File: src/rtl/codec_init_defs.svh
// Offsets, reset values and timing counts for the codec start-up sequencer.
// Assumes a 250 MHz system clock; included by bare name.
//
// Function
// - Power-on: filters, registers reset, analog off.
// - Stay powered down while reset pin low.
// - Reset release samples data-out: high hardware, low software.
// - Hardware mode ramps once master clock valid.
// - Mute data-out and line outputs while ramping.
// - Measure master clocks per frame, then run.
// - Software mode standby until power-down bit cleared.
// - Setting power-down bit completes muting before off.
// - DAC outputs zero data during clock change.
// - External mute asserted in every mute condition; code leaves it off for clock-change DAC zeroing.
// - External mute low means mute, high otherwise.
// - Registers writable only in software mode.
// - Audio starts after 2000 sample periods of ramp.
`ifndef CODEC_INIT_DEFS_SVH
`define CODEC_INIT_DEFS_SVH

`define OP_CTRL_OFFSET      8'h02
`define OP_CTRL_RESET       8'h01
`define RAMP_SAMPLE_COUNT   2000
`define CLK_PERIOD_NS       4
`define MCLK_TIMEOUT_NS     256
`define MCLK_TIMEOUT_CYCLES (`MCLK_TIMEOUT_NS / `CLK_PERIOD_NS)
`define MUTE_SETTLE_NS      4096
`define MUTE_SETTLE_CYCLES  (`MUTE_SETTLE_NS / `CLK_PERIOD_NS)

`endif

File: src/rtl/codec_init_pkg.sv
// Types shared by the codec start-up sequencer.
// Assumes nothing of its surroundings.
package codec_init_pkg;

  typedef enum logic [2:0] {
    ST_PDN     = 3'b000,
    ST_STANDBY = 3'b001,
    ST_RAMP    = 3'b010,
    ST_MEASURE = 3'b011,
    ST_RUN     = 3'b100,
    ST_MUTING  = 3'b101
  } seq_state_t;

  typedef struct packed {
    logic       running;
    logic [4:0] unused;
    logic       soft_mute;
    logic       power_down_bit;
  } op_ctrl_t;

  typedef struct packed {
    logic serial_audio_out;
    logic line_out;
    logic dac_zero;
  } mute_bundle_t;

endpackage

File: src/rtl/codec_init_power_sequencer.sv
// Start-up, mode select and power-down sequencer for the codec.
// Assumes register strobes from control-port logic on i_clk_sys; pins are asynchronous.
`timescale 1ns/1ps
`include "codec_init_defs.svh"
module codec_init_power_sequencer
  import codec_init_pkg::*;
#(
  parameter int RATIO_W      = 12,
  parameter int RAMP_SAMPLES = `RAMP_SAMPLE_COUNT,
  parameter int MCLK_TIMEOUT = `MCLK_TIMEOUT_CYCLES,
  parameter int MUTE_CYCLES  = `MUTE_SETTLE_CYCLES
) (
  input  wire logic               i_clk_sys,
  input  wire logic               i_reset,
  input  wire logic               i_reset_pin_n,
  input  wire logic               i_serial_audio_out,
  input  wire logic               i_master_clock_primary,
  input  wire logic               i_frame_clock,
  input  wire logic               i_hw_mute,
  input  wire logic               i_clock_change,
  input  wire logic               i_reg_wr,
  input  wire logic               i_reg_rd,
  input  wire logic [7:0]         i_reg_addr,
  input  wire logic [7:0]         i_reg_wdata,
  output logic [7:0]              o_reg_rdata,
  output logic                    o_power_enable,
  output logic                    o_logic_reset,
  output logic                    o_ramp_active,
  output mute_bundle_t            o_mute,
  output logic                    o_external_mute_ctrl_n,
  output logic                    o_normal_op,
  output logic                    o_hw_mode,
  output logic [RATIO_W-1:0]      o_clock_ratio
);

  logic [4:0]   sync1_ff;
  logic [4:0]   sync2_ff;
  logic [2:0]   prev_ff;
  logic         rst_lvl;
  logic         serial_audio_out_lvl;
  logic         hw_mute_lvl;
  logic         mclk_rise;
  logic         frame_rise;
  logic         rst_rise;
  seq_state_t   state_ff;
  seq_state_t   nxt_state;
  logic         hw_mode_ff;
  op_ctrl_t     op_ff;
  logic [15:0]  wait_cnt_ff;
  logic [15:0]  mclk_idle_ff;
  logic         mclk_valid;
  logic         ratio_done;
  logic         sw_pdn;
  logic         mute_cause;
  logic         reg_hit;

  // Two-stage synchronisers for all pins
  always_ff @(posedge i_clk_sys) begin
    if (i_reset) begin
      sync1_ff <= 5'h00;
      sync2_ff <= 5'h00;
      prev_ff  <= 3'h0;
    end else begin
      sync1_ff <= {i_hw_mute, i_serial_audio_out, i_frame_clock, i_master_clock_primary, i_reset_pin_n};
      sync2_ff <= sync1_ff;
      prev_ff  <= sync2_ff[2:0];
    end
  end

  assign rst_lvl     = sync2_ff[0];
  assign serial_audio_out_lvl   = sync2_ff[3];
  assign hw_mute_lvl = sync2_ff[4];
  assign rst_rise    = sync2_ff[0] & ~prev_ff[0];
  assign mclk_rise   = sync2_ff[1] & ~prev_ff[1];
  assign frame_rise  = sync2_ff[2] & ~prev_ff[2];
  assign sw_pdn      = ~hw_mode_ff & op_ff.power_down_bit;

  // Master clock presence watchdog
  always_ff @(posedge i_clk_sys) begin
    if (i_reset) begin
      mclk_idle_ff <= 16'(MCLK_TIMEOUT);
    end else if (mclk_rise) begin
      mclk_idle_ff <= 16'h0000;
    end else if (mclk_idle_ff != 16'(MCLK_TIMEOUT)) begin
      mclk_idle_ff <= mclk_idle_ff + 16'h0001;
    end
  end

  assign mclk_valid = (mclk_idle_ff != 16'(MCLK_TIMEOUT));

  // Mode capture at reset pin release
  always_ff @(posedge i_clk_sys) begin
    if (i_reset) begin
      hw_mode_ff <= 1'b0;
    end else if (state_ff == ST_PDN && rst_rise) begin
      hw_mode_ff <= serial_audio_out_lvl;
    end
  end

  always_comb begin
    nxt_state = state_ff;
    case (state_ff)
      ST_PDN: begin
        if (rst_rise) begin
          nxt_state = ST_STANDBY;
        end
      end
      ST_STANDBY: begin
        if (mclk_valid && (hw_mode_ff || !op_ff.power_down_bit)) begin
          nxt_state = ST_RAMP;
        end
      end
      ST_RAMP: begin
        if (sw_pdn) begin
          nxt_state = ST_MUTING;
        end else if (frame_rise && wait_cnt_ff == 16'(RAMP_SAMPLES - 1)) begin
          nxt_state = ST_MEASURE;
        end
      end
      ST_MEASURE: begin
        if (sw_pdn) begin
          nxt_state = ST_MUTING;
        end else if (ratio_done) begin
          nxt_state = ST_RUN;
        end
      end
      ST_RUN: begin
        if (sw_pdn) begin
          nxt_state = ST_MUTING;
        end
      end
      ST_MUTING: begin
        if (wait_cnt_ff == 16'(MUTE_CYCLES - 1)) begin
          nxt_state = ST_STANDBY;
        end
      end
      default: begin
        nxt_state = ST_PDN;
      end
    endcase
    if (!rst_lvl) begin
      nxt_state = ST_PDN;
    end
  end

  always_ff @(posedge i_clk_sys) begin
    if (i_reset) begin
      state_ff <= ST_PDN;
    end else begin
      state_ff <= nxt_state;
    end
  end

  // Ramp sample counter and mute settle counter
  always_ff @(posedge i_clk_sys) begin
    if (i_reset || state_ff != nxt_state) begin
      wait_cnt_ff <= 16'h0000;
    end else if ((state_ff == ST_RAMP && frame_rise) || state_ff == ST_MUTING) begin
      wait_cnt_ff <= wait_cnt_ff + 16'h0001;
    end
  end

  clock_ratio_counter #(
    .RATIO_W      (RATIO_W)
  ) u_ratio (
    .i_clk_sys    (i_clk_sys),
    .i_reset      (i_reset),
    .i_enable     (state_ff == ST_MEASURE),
    .i_mclk_rise  (mclk_rise),
    .i_frame_rise (frame_rise),
    .o_done       (ratio_done),
    .o_ratio      (o_clock_ratio)
  );

  // Operational control register
  assign reg_hit = (i_reg_addr == `OP_CTRL_OFFSET);

  always_ff @(posedge i_clk_sys) begin
    if (i_reset || state_ff == ST_PDN) begin
      op_ff <= op_ctrl_t'(`OP_CTRL_RESET);
    end else if (i_reg_wr && reg_hit && !hw_mode_ff) begin
      op_ff.power_down_bit <= i_reg_wdata[0];
      op_ff.soft_mute      <= i_reg_wdata[1];
    end
  end

  always_ff @(posedge i_clk_sys) begin
    if (i_reset) begin
      o_reg_rdata <= 8'h00;
    end else if (i_reg_rd && reg_hit && !hw_mode_ff && state_ff != ST_PDN) begin
      o_reg_rdata <= {state_ff == ST_RUN, 5'h00, op_ff.soft_mute, op_ff.power_down_bit};
    end else begin
      o_reg_rdata <= 8'h00;
    end
  end

  assign mute_cause = (state_ff != ST_RUN) | ~rst_lvl | op_ff.soft_mute | hw_mute_lvl | sw_pdn;

  // Registered outputs
  always_ff @(posedge i_clk_sys) begin
    if (i_reset) begin
      o_power_enable         <= 1'b0;
      o_logic_reset          <= 1'b1;
      o_ramp_active          <= 1'b0;
      o_mute                 <= 3'b111;
      o_external_mute_ctrl_n <= 1'b0;
      o_normal_op            <= 1'b0;
      o_hw_mode              <= 1'b0;
    end else begin
      o_power_enable         <= (state_ff != ST_PDN) && (state_ff != ST_STANDBY);
      o_logic_reset          <= (state_ff == ST_PDN);
      o_ramp_active          <= (state_ff == ST_RAMP);
      o_mute.serial_audio_out <= (state_ff != ST_RUN);
      o_mute.line_out        <= (state_ff != ST_RUN) | op_ff.soft_mute | hw_mute_lvl;
      o_mute.dac_zero        <= (state_ff != ST_RUN) | i_clock_change;
      o_external_mute_ctrl_n <= ~mute_cause;
      o_normal_op            <= (state_ff == ST_RUN);
      o_hw_mode              <= hw_mode_ff;
    end
  end

  property p_pin_low_pdn;
    @(posedge i_clk_sys) disable iff (i_reset) !rst_lvl |=> state_ff == ST_PDN;
  endproperty
  a_pin_low_pdn: assert property (p_pin_low_pdn) else $error("Not powered down with reset pin low");

  property p_pdn_outputs;
    @(posedge i_clk_sys) disable iff (i_reset) state_ff == ST_PDN |=> o_logic_reset && !o_power_enable;
  endproperty
  a_pdn_outputs: assert property (p_pdn_outputs) else $error("Power-down outputs wrong");

  property p_mode_sample;
    @(posedge i_clk_sys) disable iff (i_reset)
      (state_ff == ST_PDN && rst_rise && rst_lvl) |=> hw_mode_ff == $past(serial_audio_out_lvl);
  endproperty
  a_mode_sample: assert property (p_mode_sample) else $error("Mode not taken from data-out level");

  property p_ramp_needs_mclk;
    @(posedge i_clk_sys) disable iff (i_reset) $rose(state_ff == ST_RAMP) |-> $past(mclk_valid);
  endproperty
  a_ramp_needs_mclk: assert property (p_ramp_needs_mclk) else $error("Ramp without master clock");

  property p_ramp_muted;
    @(posedge i_clk_sys) disable iff (i_reset)
      state_ff == ST_RAMP ##1 state_ff == ST_RAMP |-> o_mute.serial_audio_out && o_mute.line_out;
  endproperty
  a_ramp_muted: assert property (p_ramp_muted) else $error("Outputs not muted during ramp");

  property p_run_after_ratio;
    @(posedge i_clk_sys) disable iff (i_reset) $rose(state_ff == ST_RUN) |-> $past(ratio_done);
  endproperty
  a_run_after_ratio: assert property (p_run_after_ratio) else $error("Run entered without ratio");

  property p_sw_standby;
    @(posedge i_clk_sys) disable iff (i_reset)
      (state_ff == ST_STANDBY && !hw_mode_ff && op_ff.power_down_bit) |=> state_ff inside {ST_STANDBY, ST_PDN};
  endproperty
  a_sw_standby: assert property (p_sw_standby) else $error("Left standby with power-down bit set");

  property p_mute_before_off;
    @(posedge i_clk_sys) disable iff (i_reset)
      (state_ff == ST_RUN && sw_pdn && rst_lvl) |=> state_ff == ST_MUTING ##1 o_power_enable;
  endproperty
  a_mute_before_off: assert property (p_mute_before_off) else $error("Powered off before muting");

  property p_clock_change_zero;
    @(posedge i_clk_sys) disable iff (i_reset) i_clock_change |=> o_mute.dac_zero;
  endproperty
  a_clock_change_zero: assert property (p_clock_change_zero) else $error("DAC not zeroed in clock change");

  property p_ext_mute_low;
    @(posedge i_clk_sys) disable iff (i_reset)
      (!o_normal_op || o_mute.line_out || o_logic_reset) |-> !o_external_mute_ctrl_n;
  endproperty
  a_ext_mute_low: assert property (p_ext_mute_low) else $error("External mute not driven low");

  property p_ext_mute_release;
    @(posedge i_clk_sys) disable iff (i_reset) $rose(o_external_mute_ctrl_n) |-> !$past(mute_cause) && o_normal_op;
  endproperty
  a_ext_mute_release: assert property (p_ext_mute_release) else $error("External mute released early");

  property p_ramp_length;
    @(posedge i_clk_sys) disable iff (i_reset)
      $rose(state_ff == ST_MEASURE) |-> $past(wait_cnt_ff) == 16'(RAMP_SAMPLES - 1);
  endproperty
  a_ramp_length: assert property (p_ramp_length) else $error("Ramp length wrong");

  property p_hw_no_write;
    @(posedge i_clk_sys) disable iff (i_reset) (hw_mode_ff && state_ff != ST_PDN) |=> $stable(op_ff);
  endproperty
  a_hw_no_write: assert property (p_hw_no_write) else $error("Register changed in hardware mode");

endmodule // codec_init_power_sequencer

File: src/rtl/clock_ratio_counter.sv
// Counts master clock edges over one frame clock period.
// Assumes edge pulses already synchronised to the system clock.
`timescale 1ns/1ps
module clock_ratio_counter #(
  parameter int RATIO_W = 12
) (
  input  wire logic               i_clk_sys,
  input  wire logic               i_reset,
  input  wire logic               i_enable,
  input  wire logic               i_mclk_rise,
  input  wire logic               i_frame_rise,
  output logic                    o_done,
  output logic [RATIO_W-1:0]      o_ratio
);

  logic               armed_ff;
  logic               counting_ff;
  logic [RATIO_W-1:0] cnt_ff;

  // Wait for a frame edge, count, stop at the next
  always_ff @(posedge i_clk_sys) begin
    if (i_reset || !i_enable) begin
      armed_ff    <= 1'b0;
      counting_ff <= 1'b0;
      cnt_ff      <= '0;
      o_done      <= 1'b0;
    end else begin
      o_done <= 1'b0;
      if (!armed_ff && i_frame_rise) begin
        armed_ff    <= 1'b1;
        counting_ff <= 1'b1;
        cnt_ff      <= '0;
      end else if (counting_ff && i_frame_rise) begin
        counting_ff <= 1'b0;
        o_done      <= 1'b1;
      end else if (counting_ff && i_mclk_rise) begin
        cnt_ff <= cnt_ff + 1'b1;
      end
    end
  end

  always_ff @(posedge i_clk_sys) begin
    if (i_reset) begin
      o_ratio <= '0;
    end else if (counting_ff && i_frame_rise) begin
      o_ratio <= cnt_ff;
    end
  end

endmodule // clock_ratio_counter

File: config.mk
export PLATFORM = sky130hd
export DESIGN_NAME = codec_init_power_sequencer
export DESIGN_NICKNAME = d
export VERILOG_FILES = /design/src/rtl/codec_init_pkg.sv /design/src/rtl/codec_init_power_sequencer.sv /design/src/rtl/clock_ratio_counter.sv
export VERILOG_INCLUDE_DIRS = /design/src /design/src/rtl
export SDC_FILE = /design/constraint.sdc
export NUM_CORES = 1
export LEC_CHECK = 0
export BUFFER_PORTS_ARGS = -buffer_cell sky130_fd_sc_hd__buf_4
export CAP_MARGIN = 20
export CORE_MARGIN = 5
export CORE_UTILIZATION = 40
export CTS_CLUSTER_DIAMETER = 200
export CTS_CLUSTER_SIZE = 25
export DETAILED_ROUTE_END_ITERATION = 10
export PLACE_DENSITY = 0.58
export SYNTH_ARGS = -nofsm -noshare
export SYNTH_HDL_FRONTEND = slang
export SYNTH_SLANG_ARGS = --single-unit
File: constraint.sdc
create_clock -name i_clk_sys -period 5.15 [get_ports i_clk_sys]
set_clock_uncertainty 0.2 [all_clocks]
set_input_delay 0.515 -clock i_clk_sys [delete_from_list [all_inputs] [get_ports i_clk_sys]]
set_output_delay 0.515 -clock i_clk_sys [all_outputs]
set_load 0.01 [all_outputs]
== Word level (Yosys, flattened, before mapping) ==
Cells that the tools add are included.

* Add/subtract/negate cells: 3
* Equality and inequality tests: 12
* Mux-type cells: 15
* Bitwise logic cells: 19
* Reductions and logical operators: 30

{| class="wikitable"
|+ Operators by type and width
! kind !! count
|-
| $add A16 B1 Y16 const B || 2
|-
| $mux W3 || 9
|-
| $pmux W3 S6 || 1
|-
| $eq A16 B10 Y1 const B || 1
|-
| $eq A16 B11 Y1 const B || 1
|-
| $ne A16 B7 Y1 const B || 1
|-
| $mux W7 || 2
|-
| $logic_and A1 B1 Y1 || 13
|-
| $add A12 B1 Y12 const B || 1
|-
| $eq A8 B2 Y1 const B || 1
|-
| $not A1 Y1 || 8
|-
| $or A1 B1 Y1 || 7
|-
| $eq A3 B2 Y1 const B || 2
|-
| $eq A3 B3 Y1 const B || 2
|-
| $reduce_or A2 Y1 || 3
|-
| $logic_or A1 B1 Y1 || 5
|-
| $and A1 B1 Y1 || 4
|-
| $logic_not A1 Y1 || 4
|-
| $reduce_bool A2 Y1 || 2
|-
| $eq A3 B1 Y1 const B || 1
|-
| $logic_not A3 Y1 || 1
|-
| $mux W1 || 3
|-
| $ne A3 B1 Y1 const B || 1
|-
| $ne A3 B3 Y1 || 1
|-
| 3 further kinds || 3
|}

* Register bits: 95
* Input port bits: 26
* Output and inout port bits: 29
* Logic and storage cells: 105

== Logic depth before layout (Yosys ltp) ==
* Depth after elaboration: 9
* Mapped depth: 9
* Mapped depth without buffers: 7

== Cells and area by module ==
Synthesis repeated with hierarchy kept, for this count alone.

* Cells, all modules: 432
* Area total of the unflattened synthesis: 3,983.8 µm²

{| class="wikitable"
|+ Modules (own cells, without submodules)
! module !! instances !! cells an instance !! area each (µm²) !! seq. area each (µm²)
|-
| codec_init_power_sequencer || 1 || 306 || 2,871.5 || 1,261.2
|-
| clock_ratio_counter || 1 || 126 || 1,112.3 || 540.5
|}

== Least setup slack after synthesis ==
Ideal clock, no wire load.

* Path kind: register to register
* Start point: register wait_cnt_ff[6]
* End point: register wait_cnt_ff[11]
* Arrival time: 1.846 ns
* Slack: 3.016 ns
* Cell stages (with the launch flop): 9
* Buffers on the path: 3
* Clock period less this slack: 2.134 ns
* Cells stage by stage: dfxtp_1 buf_6 or4b_4 nor3_2 nand4_2 and3_1 buf_6 buf_12 nor4_4

* Longest elaborated chain between the ends: 8

{| class="wikitable"
|+ Ends and longest elaborated chain
! element !! line !! source
|-
| start: declaration || codec_init_power_sequencer.sv:49 || <nowiki>logic [15:0] wait_cnt_ff;</nowiki>
|-
| start signal: assignment || codec_init_power_sequencer.sv:159 || <nowiki>wait_cnt_ff <= wait_cnt_ff + 16'h0001;</nowiki>
|-
| $eq A16 B11 Y1 || codec_init_power_sequencer.sv:116 || <nowiki>end else if (frame_rise && wait_cnt_ff == 16'(RAMP_SAMPLES - 1)) begin</nowiki>
|-
| $logic_and A1 B1 Y1 || codec_init_power_sequencer.sv:116 ||
|-
| $mux W3 || codec_init_power_sequencer.sv:116 ||
|-
| $mux W3 || codec_init_power_sequencer.sv:114 || <nowiki>if (sw_pdn) begin</nowiki>
|-
| $pmux W3 S6 || codec_init_power_sequencer.sv:102 || <nowiki>case (state_ff)</nowiki>
|-
| $mux W3 || codec_init_power_sequencer.sv:141 || <nowiki>if (!rst_lvl) begin</nowiki>
|-
| $ne A3 B3 Y1 || codec_init_power_sequencer.sv:156 || <nowiki>if (i_reset || state_ff != nxt_state) begin</nowiki>
|-
| $logic_or A1 B1 Y1 || codec_init_power_sequencer.sv:156 ||
|}

Parallel ways exist; a longest one is shown, timed or not.
A chain may end at the register's enable or synchronous reset.

== Worst setup path in the final report ==
* Start point: register wait_cnt_ff[6]
* End point: register wait_cnt_ff[15]

Same word-level chain as after synthesis.

==> results.md <==
- Clock Latency Late Sink: 0.35 ns
- Nets: 493
- RSZ-0062 raised after global routing: false
- Reg2reg start: wait_cnt_ff[6]
- HP Class: input pin to flip-flop
- Min Tclk post-route: 2.701 ns
- DRT Wirelength: 7570 microns
- Run status: completed
- Power per standard cell area: 282.2 mW/mm^2
- Initial antenna violation count: 0
- Slew HR: 36.62%
- Clock Power Share: 37.5%
- Critical path's slowest cell: a211oi_4
- Synth cell types: 57
- Sum Neg Setup Slack: 0 ns
- Layout area overhead: 13.36%
- Synthesis warning total: 0
- Antenna Nets Post-Route: 0
- Hold Fails Final Rpt: 0
- Syn_area_per_cell: 9.300 sq um
- Clock transition at path regs: 0.09 ns
- VDD IR-drop max: 0.0001623 V
- Core box area: 0.009729 sq mm
- Sink Count: 90
- Global-route wire length before repair: 12,850 microns
- Net Sw Frac: 23.75%
- IO Pins: 55
- Fin. max-slew vios: 0
- Antenna diodes: 0
- Fin worst setup slack: 2.449 ns
- Port bufs: 43
- Reg-to-reg endpoint: wait_cnt_ff[15]
- CTS tree: built
- Half-perimeter wire length after placement: 5283 microns
- WHS Path Cells: 2
- Static Leakage: 1.559 nW
- Clk Tree Root Cell: clkbuf_8
- #FFs+latches synth: 90
- Cell breakdown of the critical path: or4b_4 > nor3_2 > nand4_2 > a211oi_4 > nor4_1
- Setup Buffers After CTS: 0
- Remaining global-route overflow: 0
- Worst Hold End: o_mute[0]
- WL/cell: 12.60 microns
- Crit end category: flip-flop
- Vias in the first global route: 2,759
- DRC Markers: 0
- Fin crit share: 52.45%
- Startpoint types: flip-flop
- Commonest non-fill, non-tap cell in the layout: dfxtp_1
- CP Data Arrival Time: 2.70 ns
- Post-synthesis sequential area ratio: 45.37%
- Share of layout cells above drive strength 1: 17.74%
- Cell-internal power: 968.6 uW
- Die area: 0.01202 sq mm
- Detailed router's first-iteration violation count: 115
- Setup violations, final: 0
- PostCTS Resize Cnt: 0
- Worst Setup Slack post-DPL: 2.456 ns
- Fmax: 0.3702 GHz
- Synth Flop Type: dfxtp_1
- Hold Startpoint: i_clock_change
- Die Height: 109.6 microns
- Die width: 109.6 microns
- Hold buffers post-CTS: 0
- Required time worst endpoint: 5.15 ns
- Pin count of the biggest net entering global routing: 36
- Tightest Pin Transition: 0.9476 ns
- Routability Congestion: 0.8009
- Crit path max fanout: 16
- Max cap viols: 0
- Starting Density: 40.82%
- Psw: 301.6 uW
- Logic pwr share: 5.8%
- Worst-case reg-to-reg path depth: 5
- Flop pwr share: 56.7%
- FP Rows: 36
- Vias/cell: 4.983
- Critical Path Max Stage Delay: 0.85 ns
- Post-synthesis cell area: 0.003971 sq mm
- Vias: 2,995
- 1st-pass router iterations: 4
- # H-tree levels: 3
- GRT Total Usage: 13.28%
- Clock buffer count from CTS: 9
- Post-synth EDFFs: 0
- Most frequent cells in the layout: dfxtp_1, nand2_1, buf_4, nor2_1, a21oi_1
- Ys async rst share: 0%
- Reg2reg setup slack: 2.45 ns
- Critical path class: flip-flop to flip-flop
- Post-Synthesis Cells: 427
- Max Root-Sink Buffers: 2
==> stage by stage <==
step	utilization [%]	instances	cell area (sq um)	hold WS (ns)	total power, mW
final	46.27	601	4502	0.1558	1.270
after global routing	46.27	601	4502	0.1410	1.329
after CTS	46.27	601	4502	0.1344	1.293
after detailed placement	44.28	585	4308	0.2220	0.8127
after global placement	44.28	585	4308	0.2233	0.8102
after floorplan	-	431	3986	0.2110	0.7886
==> sequential cells by signal (all words and copies together), names as in the netlist <==
name and count:
hw_mode_ff 1, o_ramp_active 1, prev_ff 3, o_power_enable 1, o_mute 3, mclk_idle_ff 16
u_ratio.o_done 1, o_normal_op 1, u_ratio.cnt_ff 12, o_external_mute_ctrl_n 1, state_ff 3, op_ff 2
o_hw_mode 1, sync1_ff 5, o_logic_reset 1, sync2_ff 5, u_ratio.counting_ff 1, u_ratio.armed_ff 1
wait_cnt_ff 16, o_reg_rdata 3, u_ratio.o_ratio 12
==> critical path: cells and delay by family (launching register included) <==
family | cells | cell delay (ns)
AND/OR/NAND/NOR | 4 | 0.97
flip-flops | 1 | 0.53
AO/OA/AOI/OAI | 1 | 0.85
==> cells by family after synthesis <==
kind of cell,synth area share (%)
mux,0.7562
buf+inv,5.261
fa+ha+maj,1.260
simple gates,32.20
flops,45.37
xor+xnor,7.939
compound gates,7.121
other cells,0.09443
==> routing by layer <==
metal	global-route usage (%)	up-vias	share of wire, %	wire length, microns
met5	0	-	0	0
met4	5.076	0	1.3	97
met3	2.995	7	4.4	332
met2	20.88	60	46	3515
met1	17.75	1386	48	3625
li1	-	1542	-	-
==> cells in the mapped netlist, types with 5 or more instances <==
cell type | count | area share (%)
nor2_1 | 36 | 3.4
nand2_1 | 51 | 4.8
nand3_1 | 16 | 2.0
nor4_1 | 15 | 2.4
o21ai_0 | 10 | 1.3
or3_1 | 7 | 1.1
xnor2_1 | 17 | 3.7
inv_1 | 9 | 0.85
nor3_1 | 8 | 1.0
dfxtp_1 | 90 | 45
clkbuf_1 | 9 | 0.85
nor2b_1 | 16 | 2.5
buf_4 | 5 | 0.95
and2_1 | 6 | 0.95
nor4_2 | 9 | 2.8
and4_1 | 5 | 1.1
nand2b_1 | 5 | 0.79
and3_1 | 7 | 1.1
a21oi_1 | 22 | 2.8
xor2_1 | 19 | 4.2
nand4_1 | 12 | 1.9
==> worst max-delay path by stage <==
| stage | from | end | slack [ns] | cells after the start |
|---|---|---|---|---|
| after floorplan | wait_cnt_ff[6] | wait_cnt_ff[11] | 3.02 | 8 |
| after global placement | wait_cnt_ff[6] | wait_cnt_ff[0] | 2.53 | 5 |
| after detailed placement | wait_cnt_ff[6] | wait_cnt_ff[15] | 2.46 | 5 |
| after CTS | wait_cnt_ff[6] | wait_cnt_ff[15] | 2.45 | 5 |
| after global routing | wait_cnt_ff[6] | wait_cnt_ff[0] | 2.28 | 5 |
| final | wait_cnt_ff[6] | wait_cnt_ff[15] | 2.45 | 5 |
==> power by group through the flow <==
stage | logic [mW] | clock network [mW] | registers (mW)
2_1_floorplan | 0.0561 | 0 | 0.733
3_3_place_gp | 0.0744 | 0 | 0.736
3_5_place_dp | 0.0760 | 0 | 0.737
4_1_cts | 0.0756 | 0.497 | 0.720
5_1_grt | 0.0862 | 0.520 | 0.723
6_report | 0.0740 | 0.476 | 0.720
==> cell type report <==
cell class / count / area (sq um)
Fill cell: 977 / 5228
Clock inverter: 5 / 62.56
Timing Repair Buffer: 44 / 330.3
Clock buffer: 11 / 131.4
Sequential cell: 90 / 1802
Tap cell: 133 / 166.4
Multi-Input combinational cell: 309 / 1976
Inverter: 9 / 33.78
Power figures use the tool's default switching activity.
